==> config.mk <==
export PLATFORM = sky130hd
export DESIGN_NAME = bkreg_top
export DESIGN_NICKNAME = d
export VERILOG_FILES = /design/src/hdl/bkreg_pkg.sv /design/src/hdl/bkreg_if.sv /design/src/hdl/bkreg_vdec.sv /design/src/hdl/bkreg_top.sv
export SDC_FILE = /design/constraint.sdc
export NUM_CORES = 1
export LEC_CHECK = 0
export BUFFER_PORTS_ARGS = -buffer_cell sky130_fd_sc_hd__clkbuf_2
export CORE_ASPECT_RATIO = 1.2
export CORE_MARGIN = 3
export CORE_UTILIZATION = 56
export DETAILED_ROUTE_END_ITERATION = 8
export PLACE_DENSITY = 0.8
export SYNTH_ARGS = -nofsm -noshare
export SYNTH_HDL_FRONTEND = slang
export SYNTH_SLANG_ARGS = --single-unit
export TNS_END_PERCENT = 50
==> constraint.sdc <==
create_clock -name sys_clk_i -period 5.55 [get_ports sys_clk_i]
set_input_delay 1.3875 -clock sys_clk_i [delete_from_list [all_inputs] [get_ports sys_clk_i]]
set_output_delay 1.3875 -clock sys_clk_i [all_outputs]
set_load 0.02 [all_outputs]
==> src/hdl/bkreg_pkg.sv <==
// Purpose: Constants for the buck channel control register bank
// Assumes: Byte-wide registers at the printed offsets
// Notes:   Millivolt figures feed the voltage-code decoder
package bkreg_pkg;
  // ---------------------------------------------------------------
  // Register map
  // ---------------------------------------------------------------
  localparam logic [7:0] STANDBY_VOLTAGE_CODE_OFS   = 8'h20;
  localparam logic [7:0] RESERVED_READONLY_OFS      = 8'h21;
  localparam logic [7:0] CHANNEL_CONTROL_STATUS_OFS = 8'h22;
  localparam logic [7:0] VOLTAGE_CODE_AND_RANGE_OFS = 8'h23;
  localparam int unsigned CODE_W                    = 6;
  localparam int unsigned ENABLE_BIT                = 0;
  localparam int unsigned POWER_GOOD_BIT            = 1;
  localparam int unsigned FAULT_UNMASK_BIT          = 2;
  localparam int unsigned RANGE_SELECT_BIT          = 6;
  // ---------------------------------------------------------------
  // Reset values and read-only fill
  // ---------------------------------------------------------------
  localparam logic [5:0] CODE_RST      = 6'h00;
  localparam logic       ENABLE_RST    = 1'b0;
  localparam logic       UNMASK_RST    = 1'b0;
  localparam logic       RANGE_RST     = 1'b0;
  localparam logic [7:0] RO_FILL       = 8'h00;
  // ---------------------------------------------------------------
  // Voltage encoding, millivolts
  // ---------------------------------------------------------------
  localparam logic [12:0] LOW_BASE_MV  = 13'd625;
  localparam logic [12:0] LOW_STEP_MV  = 13'd25;
  localparam logic [12:0] LOW_MIN_MV   = 13'd800;
  localparam logic [5:0]  LOW_FLOOR_N  = 6'h08;
  localparam logic [5:0]  ODD_CODE     = 6'h22;
  localparam logic [12:0] ODD_MV       = 13'd1480;
  localparam logic [12:0] HIGH_BASE_MV = 13'd1250;
  localparam logic [12:0] HIGH_STEP_MV = 13'd50;
  localparam logic [5:0]  ADJ_CODE     = 6'h00;
endpackage

==> src/hdl/bkreg_if.sv <==
// Purpose: Carries voltage code and range to the decoder
// Assumes: Single clock domain
// Notes:   Decoder answers combinationally
`timescale 1ns/10ps
interface bkreg_if;
  logic [5:0]  code;
  logic        range_sel;
  logic [12:0] mv;
  logic        adjustable;
  modport ctrl (output code, output range_sel, input mv, input adjustable);
  modport dec  (input code, input range_sel, output mv, output adjustable);
endinterface

==> src/hdl/bkreg_vdec.sv <==
// Purpose: Maps a six-bit voltage code and range to a target in mV
// Assumes: Codes are those held by the register bank
// Notes:   Code 0 means adjustable mode, target reads zero
`timescale 1ns/10ps
module bkreg_vdec (
  // Code in, target out
  bkreg_if.dec vif
);
  always_comb begin
    vif.adjustable = (vif.code == bkreg_pkg::ADJ_CODE);
    vif.mv = 13'h0000;
    if (vif.adjustable) begin
      vif.mv = 13'h0000;
    end else if (vif.range_sel) begin
      vif.mv = bkreg_pkg::HIGH_BASE_MV
             + 13'(bkreg_pkg::HIGH_STEP_MV * 13'(vif.code)); // [RULE10]
    end else if (vif.code == bkreg_pkg::ODD_CODE) begin
      vif.mv = bkreg_pkg::ODD_MV; // [RULE9]
    end else if (vif.code < bkreg_pkg::LOW_FLOOR_N) begin
      vif.mv = bkreg_pkg::LOW_MIN_MV; // [RULE9]
    end else begin
      vif.mv = bkreg_pkg::LOW_BASE_MV
             + 13'(bkreg_pkg::LOW_STEP_MV * 13'(vif.code)); // [RULE9]
    end
  end
endmodule

==> src/hdl/bkreg_top.sv <==
// Operation
// [RULE1] Standby code, bits 5:0 at 0x20
// [RULE2] Normal code, bits 5:0 at 0x23
// [RULE3] Read-only bits ignore writes
// [RULE4] Bit 0 at 0x22 enables channel
// [RULE5] Bit 1 at 0x22 shows power good
// [RULE6] Bit 2 at 0x22: 0 masks faults
// [RULE7] Bit 6 at 0x23 selects range
// [RULE8] Range picks low or high span
// [RULE9] Low range: 625mV plus 25mV steps
// [RULE10] High range: 1250mV plus 50mV steps
// [RULE11] Host checks range before switching it
// [RULE12] Serial-bus writes apply channel settings
//
// Purpose: Register bank for the second buck channel
// Assumes: Serial front end gives byte strobes synchronous to clock
// Notes:   Standby select picks which code drives the target
`timescale 1ns/10ps
module bkreg_top (
  // Clock and reset
  input  wire logic        sys_clk_i,
  input  wire logic        srst_i,
  // Register access from serial front end
  input  wire logic        reg_wr_i,
  input  wire logic        reg_rd_i,
  input  wire logic [7:0]  reg_addr_i,
  input  wire logic [7:0]  reg_wdata_i,
  output logic      [7:0]  reg_rdata_o,
  output logic             reg_rvalid_o,
  // Converter status and mode
  input  wire logic        power_good_i,
  input  wire logic        standby_i,
  // Converter controls
  output logic             enable_o,
  output logic             fault_unmask_o,
  output logic             range_select_o,
  output logic      [5:0]  voltage_select_code_o,
  output logic      [12:0] target_mv_o,
  output logic             adjustable_o
);
  // ---------------------------------------------------------------
  // Control state
  // ---------------------------------------------------------------
  logic [5:0]  standby_voltage_code_q, standby_voltage_code_d;
  logic [5:0]  normal_voltage_code_q,  normal_voltage_code_d;
  logic        range_select_q,         range_select_d;
  logic        enable_q,               enable_d;
  logic        fault_unmask_q,         fault_unmask_d;
  logic [7:0]  rdata_q,                rdata_d;
  logic        rvalid_q,               rvalid_d;
  logic [5:0]  code_q,                 code_d;
  logic [12:0] mv_q,                   mv_d;
  logic        adj_q,                  adj_d;

  bkreg_if vif ();

  function automatic logic hit(input logic [7:0] a, input logic [7:0] o);
    return a == o;
  endfunction

  // ---------------------------------------------------------------
  // Write path
  // ---------------------------------------------------------------
  always_comb begin
    standby_voltage_code_d = standby_voltage_code_q;
    normal_voltage_code_d  = normal_voltage_code_q;
    range_select_d         = range_select_q;
    enable_d               = enable_q;
    fault_unmask_d         = fault_unmask_q;
    if (reg_wr_i) begin // [RULE12]
      if (hit(reg_addr_i, bkreg_pkg::STANDBY_VOLTAGE_CODE_OFS)) begin
        standby_voltage_code_d = reg_wdata_i[bkreg_pkg::CODE_W-1:0]; // [RULE1]
      end
      if (hit(reg_addr_i, bkreg_pkg::CHANNEL_CONTROL_STATUS_OFS)) begin
        enable_d       = reg_wdata_i[bkreg_pkg::ENABLE_BIT]; // [RULE4]
        fault_unmask_d = reg_wdata_i[bkreg_pkg::FAULT_UNMASK_BIT]; // [RULE6]
      end
      if (hit(reg_addr_i, bkreg_pkg::VOLTAGE_CODE_AND_RANGE_OFS)) begin
        normal_voltage_code_d = reg_wdata_i[bkreg_pkg::CODE_W-1:0]; // [RULE2]
        range_select_d = reg_wdata_i[bkreg_pkg::RANGE_SELECT_BIT]; // [RULE7]
      end
      // Other bits and 0x21 have no storage, so writes fall away [RULE3]
    end
  end

  // ---------------------------------------------------------------
  // Read path, one cycle after the strobe
  // ---------------------------------------------------------------
  always_comb begin
    rdata_d  = bkreg_pkg::RO_FILL; // [RULE3]
    rvalid_d = reg_rd_i;
    if (hit(reg_addr_i, bkreg_pkg::STANDBY_VOLTAGE_CODE_OFS)) begin
      rdata_d[bkreg_pkg::CODE_W-1:0] = standby_voltage_code_q;
    end else if (hit(reg_addr_i, bkreg_pkg::CHANNEL_CONTROL_STATUS_OFS)) begin
      rdata_d[bkreg_pkg::ENABLE_BIT]       = enable_q;
      rdata_d[bkreg_pkg::POWER_GOOD_BIT]   = power_good_i; // [RULE5]
      rdata_d[bkreg_pkg::FAULT_UNMASK_BIT] = fault_unmask_q;
    end else if (hit(reg_addr_i, bkreg_pkg::VOLTAGE_CODE_AND_RANGE_OFS)) begin
      rdata_d[bkreg_pkg::CODE_W-1:0] = normal_voltage_code_q;
      rdata_d[bkreg_pkg::RANGE_SELECT_BIT] = range_select_q;
    end
    if (!reg_rd_i) begin
      rdata_d = rdata_q;
    end
  end

  // ---------------------------------------------------------------
  // Target voltage, registered so outputs stay glitch free
  // ---------------------------------------------------------------
  assign vif.code      = standby_i ? standby_voltage_code_q
                                   : normal_voltage_code_q;
  assign vif.range_sel = range_select_q; // [RULE8]

  bkreg_vdec u_vdec (
    .vif (vif.dec)
  );

  always_comb begin
    code_d = vif.code;
    mv_d   = vif.mv;
    adj_d  = vif.adjustable;
  end

  always_ff @(posedge sys_clk_i) begin
    if (srst_i) begin
      standby_voltage_code_q <= bkreg_pkg::CODE_RST;
      normal_voltage_code_q  <= bkreg_pkg::CODE_RST;
      range_select_q         <= bkreg_pkg::RANGE_RST;
      enable_q               <= bkreg_pkg::ENABLE_RST;
      fault_unmask_q         <= bkreg_pkg::UNMASK_RST;
      rdata_q                <= bkreg_pkg::RO_FILL;
      rvalid_q               <= 1'b0;
      code_q                 <= bkreg_pkg::CODE_RST;
      mv_q                   <= 13'h0000;
      adj_q                  <= 1'b1;
    end else begin
      standby_voltage_code_q <= standby_voltage_code_d;
      normal_voltage_code_q  <= normal_voltage_code_d;
      range_select_q         <= range_select_d;
      enable_q               <= enable_d;
      fault_unmask_q         <= fault_unmask_d;
      rdata_q                <= rdata_d;
      rvalid_q               <= rvalid_d;
      code_q                 <= code_d;
      mv_q                   <= mv_d;
      adj_q                  <= adj_d;
    end
  end

  // ---------------------------------------------------------------
  // Outputs
  // ---------------------------------------------------------------
  assign reg_rdata_o           = rdata_q;
  assign reg_rvalid_o          = rvalid_q;
  assign enable_o              = enable_q;
  assign fault_unmask_o        = fault_unmask_q;
  assign range_select_o        = range_select_q;
  assign voltage_select_code_o = code_q;
  assign target_mv_o           = mv_q;
  assign adjustable_o          = adj_q;
endmodule

==> results of run 1 <==
==> cell type report <==
type,count,area share (%)
multi-input cells,255,59.0
clock buffers,5,2.03
inverters,19,2.10
clock inverters,2,1.11
repair buffers,54,8.19
flip-flops and latches,43,25.4
well taps,60,2.21
==> through the flow <==
stage	std cells	hold slack [ns]	util, %
finish	438	0.470	67.2
global route	438	0.489	67.2
CTS	438	0.472	67.2
detailed placement	431	0.459	65.1
global placement	431	0.453	65.1
floorplan	327	0.485	-
==> critical path: cells and delay by family <==
kind	cells	cell delay, ns
XOR/XNOR	1	0.32
adder cells (fa/ha/maj)	4	1.43
AO/OA/AOI/OAI	3	0.77
buffers and inverters	2	0.38
AND/OR/NAND/NOR	1	0.43
multiplexers	1	0.36
==> layer usage <==
layer / vias to the layer above / part of all wire, %
met4: 0 / 2.5
met2: 73 / 49
met3: 16 / 5.0
met5: - / 0
li1: 1272 / -
met1: 1173 / 44
==> path summary, 6_finish.rpt <==
kind,start,endpoint,slack (ns),depth (start not counted)
setup / recovery,standby_i,target_mv_o[10],0.64,12
setup reg to reg,normal_voltage_code_q[0],target_mv_o[10],1.73,11
hold / removal,reg_rdata_o[2],reg_rdata_o[2],0.47,2
hold reg to reg,reg_rdata_o[2],reg_rdata_o[2],0.47,2
==> cells in the final DEF, fill, tap and decap left out, types with 2 or more instances in the layout <==
cell	instances
nand3_4	2
nor4_1	2
a22o_1	3
buf_4	3
o22ai_1	4
and2_1	4
nand4_1	3
fa_1	2
nor2_1	36
clkbuf_8	5
a311oi_2	2
or2_2	3
nand2b_1	8
a21oi_1	15
a221oi_1	2
a211oi_1	5
dfxtp_1	43
or3_1	2
inv_1	17
a31oi_1	7
nor3_1	4
mux2i_4	2
xor2_1	7
nor3b_1	3
a21o_1	3
clkbuf_2	51
mux2i_1	22
nor2b_1	3
o21ai_0	15
inv_2	2
xnor2_1	6
nand2_1	13
o211ai_1	2
ha_1	46
nand3_1	12
==> flip-flops by register name, indices dropped and copies added, names as in the netlist <==
signal                  count
target_mv_o                13
reg_rdata_o                 7
normal_voltage_code_q       6
standby_voltage_code_q      6
voltage_select_code_o       6
adjustable_o                1
enable_o                    1
fault_unmask_o              1
range_select_o              1
reg_rvalid_o                1
==> power groups by stage <==
stage	clock network (uW)	registers [uW]	logic, uW
final	244	309	28.0
after detailed placement	0	316	27.8
after floorplan	0	317	16.4
after global routing	256	309	30.3
after CTS	248	309	27.8
after global placement	0	316	27.5
==> cells by family (layout without fill, tap and decap cells) <==
logic type / Yosys count / in the layout / synth area share [%]
fa+ha+maj: 48 / 48 / 20.7
mux: 25 / 25 / 9.28
xor+xnor: 13 / 13 / 3.82
other cells: 1 / 1 / 0.126
compound gates: 67 / 67 / 15.1
simple gates: 101 / 101 / 18.1
flops: 43 / 43 / 28.9
buf+inv: 29 / 80 / 4.03
==> impl_metrics.csv, run 1 <==
group,metric,value,unit
clocking,cts-htree-levels,2,
outcome,status,"completed",
detailed_routing,drt_pass1_iterations,4,
global_route,gr-total-overflow,0,
pwr,power.share.clock,42.0,%
floorplan,start_util,59.1,%
finish,fill_cells,406,
finish,layout-drive-gt1-share,20.4,%
global_route,grt_usage,23.7,%
logic_synthesis,ys_ff_latch,43,
sta,hold_violations,0,
sta,worst_slew_pin_slew,0.601,ns
critical_path,cp.required,5.72,ns
pwr,seq_power_share,53.2,%
logic_synthesis,yosys-top-cells-area,"dfxtp_1 (29%), ha_1 (19%), mux2i_1 (7.4%)",
sta,slew_violations,0,
logic_synthesis,synth_top_cell_by_area,"dfxtp_1",
logic_synthesis,synth_fp_nets,397,
finish,seq_area,861,sq um
clocking,cts_setup_buffers,0,
sta,finalCritPeriodShare,88.5,%
logic_synthesis,avgSynthCellArea,9.11,sq um
pwr,ir_drop,122,uV
critical_path,worst_path_most_repeated_cell,"ha_1",
logic_synthesis,synth_top_area_share,28.9,%
finish,nNetsFinal,448,
sta,period_minus_slack,4.91,ns
finish,finalInstanceArea,3390,sq um
critical_path,cp.arrival,5.08,ns
global_route,grt_busiest_layer,"met2",
detailed_routing,ant_nets,0,
min_path,min_path_type,"reg2reg",
logic_synthesis,synth_cells,327,
clocking,cts_buffers,5,
pwr,p_total,581,uW
detailed_routing,wirelength,6830,um
clocking,cts_hold_buf,0,
clocking,worstSkewPairLatency,0.30,ns
global_route,grt_pass1_wl,11700,um
sta,skew,0.00863,ns
detailed_routing,drc,0,
place,gp_congestion,0.923,
pwr,p_switching,130,uW
clocking,clkSinkCount,43,
logic_synthesis,synth_warnings,0,
floorplan,fp.dieH,85.9,um
logic_synthesis,yosysMostFrequentCell,"ha_1",
floorplan,fp-row-count,28,
logic_synthesis,ys_seq_area_share,28.9,%
critical_path,cp_slowest_stage_delay,0.48,ns
global_route,grt_max_degree,31,
logic_synthesis,async_reset_ff_share,0,%
clocking,root_buffer,"clkbuf_8",
detailed_routing,vias,2534,
detailed_routing,wl_per_cell,15.6,um
sta,fin_tns_setup,0,ns
place,dp_slack,0.315,ns
critical_path,cp_slowest_cell,"fa_1",
finish,multi_input_area,2000,sq um
global_route,grtUsageMet1,29.8,%
flow_run,timing.max_cap.violations,0,
clocking,cts_tree,"built",
floorplan,die_area,6230,sq um
pwr,leakagePower,0.00175,uW
sta,slew_headroom,59.3,%
global_route,grt_pass1_vias,2525,
floorplan,die_w,72.6,um
detailed_routing,viasPerCell,5.79,
critical_path,crit_path_end_kind,"flop",
sta,fmax,204,MHz
logic_synthesis,syn_area,2980,sq um
sta,layout_setup_ws,0.639,ns
place,placed_cell_area,3280,sq um
sta,rsz0062_at_grt,"false",
finish,diodes,0,
floorplan,pin_count,54,
logic_synthesis,synth_cell_type_count,53,
critical_path,critical_path.cell_chain,"clkbuf_2, mux2i_4, inv_2, ha_1, ha_1, ha_1, fa_1, a211oi_1, o22ai_1, nor4_1, xor2_1, a221oi_1",
clocking,path_clk_slew,0.09,ns
finish,area_delta_synth_final,13.8,%
pwr,comb_power_share,4.8,%
detailed_routing,drtIter0Drc,183,
sta,final-setup-viol-count,0,
logic_synthesis,synth.top_cells.by_count,"ha_1 (46), dfxtp_1 (43), nor2_1 (36), mux2i_1 (22), inv_1 (17)",
floorplan,fp.coreArea,5040,sq um
critical_path,cp-start-kind,"input port",
global_route,antenna_found_initial,0,
place,io_buffers,51,
place,dp_hpwl,5370,um
pwr,internal_power,451,uW
logic_synthesis,synth_edf_count,0,
clocking,clk_path_buf_depth,2,
pwr,power_density,172,nW/um^2
pwr,switching_share,22.4,%
clocking,cts_resized,0,
global_route,use_met2,40.0,%
critical_path,cp_max_fo,8,
critical_path,critical_path_class,"in2reg",
logic_synthesis,synth_flop_cell,"dfxtp_1",
global_route,use_met3,3.63,%
Note: power is estimated with default switching activity, not from simulation.
==> run 2: changes to the inputs <==
- CORE_UTILIZATION: 56 -> 61
- PLACE_DENSITY: 0.8 -> 0.86
- clock period: 5.55 -> 6.2 ns (I/O delays scaled with it)
==> impl_metrics.csv, run 2 (same netlist as run 1, synthesis figures left out) <==
group,metric,value,unit
finish,layout-drive-gt1-share,20.2,%
critical_path,cp_slowest_cell,"a211oi_1",
critical_path,cp-start-kind,"input port",
critical_path,critPathBufInv,2,
clocking,cts_tree,"built",
sta,fmax,197,MHz
sta,slew_headroom,60.3,%
critical_path,crit_path_end_kind,"flop",
detailed_routing,ant_nets,0,
critical_path,cp_max_fo,8,
finish,area_delta_synth_final,13.5,%
critical_path,worst_path_most_repeated_cell,"ha_1",
critical_path,critical_path.endpoint,"target_mv_o[10]",
detailed_routing,viasPerCell,5.97,
critical_path,reg2reg_from,"normal_voltage_code_q[0]",
floorplan,fp-row-count,27,
floorplan,start_util,63.9,%
floorplan,die_area,5760,sq um
min_path,min_path_type,"reg2reg",
pwr,leakagePower,0.00174,uW
global_route,grt_max_degree,31,
floorplan,fp.coreArea,4660,sq um
place,post-place-cells,427,
sta,finalCritPeriodShare,82.0,%
sta,skew,0.00988,ns
pwr,p_total,528,uW
pwr,power_density,156,nW/um^2
critical_path,cp.arrival,5.30,ns
finish,nNetsFinal,446,
sta,slew_violations,0,
global_route,grt_pass1_vias,2511,
detailed_routing,wirelength,6970,um
place,io_buffers,51,
place,dp_hpwl,5300,um
clocking,clkSinkCount,43,
sta,fin_tns_setup,0,ns
clocking,cts_hold_buf,0,
clocking,cts_setup_buffers,0,
critical_path,critical_path_class,"in2reg",
clocking,worstSkewPairLatency,0.30,ns
detailed_routing,vias,2597,
sta,period_minus_slack,5.08,ns
critical_path,worstSetupStartpoint,"standby_i",
sta,hold_violations,0,
detailed_routing,drc,0,
finish,final_common_cell,"clkbuf_2",
sta,final-setup-viol-count,0,
global_route,gr-total-overflow,0,
sta,rsz0062_at_grt,"false",
global_route,grt_usage,25.7,%
critical_path,critical_path.cell_chain,"clkbuf_2, mux2i_4, inv_2, ha_1, ha_1, ha_1, fa_1, a211oi_1, o22ai_1, nor4_1, xor2_1, a221oi_1",
global_route,grt_pass1_wl,11800,um
detailed_routing,wl_per_cell,16.0,um
clocking,path_clk_slew,0.09,ns
clocking,cts_resized,0,
finish,largest_reg_flops,13,
clocking,cts-htree-levels,2,
flow_run,timing.max_cap.violations,0,
finish,fill_cells,361,
clocking,root_buffer,"clkbuf_8",
floorplan,die_w,69.8,um
global_route,antenna_found_initial,0,
place,gp_congestion,0.892,
critical_path,path_depth,12,
critical_path,path_delay_family,"adder cells",
floorplan,pin_count,54,
finish,finalNonFillerCells,435,
outcome,status,"completed",
finish,diodes,0,
critical_path,cp.required,6.42,ns
clocking,clk_path_buf_depth,2,
finish,final_cell_mix,"clkbuf_2 (51), ha_1 (46), dfxtp_1 (43)",
detailed_routing,drt_pass1_iterations,5,
detailed_routing,drtIter0Drc,181,
critical_path,rr_worst_depth,11,
pwr,ir_drop,107,uV
floorplan,fp.dieH,82.6,um
clocking,cts_buffers,5,
critical_path,cp_slowest_stage_delay,0.50,ns
critical_path,ff2ff_setup_slack,2.39,ns
sta,worst_slew_pin_slew,0.595,ns
critical_path,reg2reg_to,"target_mv_o[10]",
run 2: cell count changes in the layout (fill, tap and decap cells not counted):
cell,change
buf_4,-2
inv_6,+1
run 2: power by group:
group / internal [uW] / total [uW] / switching (uW)
clock network: 121 / 226 / 105
logic: 9.88 / 25.4 / 15.5
registers: 276 / 277 / 0.225
run 2: per-layer routing:
metal  global-route usage (%)  vias to the layer above  wire [um]
li1                         -                     1270          -
met1                     32.3                     1232       3030
met2                     44.7                       81       3370
met3                     4.84                       14        430
met4                     8.81                        0        138
met5                        0                        -          0
run 2: through the flow:
step	hold slack, ns	cell area (sq um)	setup slack (ns)	utilization (%)
2_1_floorplan	0.485	2980	1.37	-
3_3_place_gp	0.453	3270	0.918	70.0
3_5_place_dp	0.460	3270	0.879	70.0
4_1_cts	0.473	3380	1.16	72.5
5_1_grt	0.487	3380	0.828	72.5
6_report	0.470	3380	1.12	72.5
run 2: how the worst min path moves through the flow:
stage,startpoint,to,slack (ns),depth (start not counted)
floorplan,standby_voltage_code_q[1],standby_voltage_code_q[1],0.49,2
finish,reg_rdata_o[0],reg_rdata_o[0],0.47,2
detailed placement,reg_rdata_o[0],reg_rdata_o[0],0.46,2
CTS,reg_rdata_o[0],reg_rdata_o[0],0.47,2
global route,reg_rdata_o[2],reg_rdata_o[2],0.49,2
global placement,reg_rdata_o[0],reg_rdata_o[0],0.45,2
run 2: cell type report:
type	instances	area (sq um)	share of cell area, %
timing repair buffer	52	263	7.77
inverter	19	71.3	2.11
multi-input combinational	255	2000	59.1
tap	58	72.6	2.15
sequential	43	861	25.5
clock inverter	3	46.3	1.37
clock buffer	5	68.8	2.04
run 2: worst min-delay path: stages (launching register included):
cell      delay (ns)
dfxtp_1         0.32
nand2b_1        0.06
a21oi_1         0.05
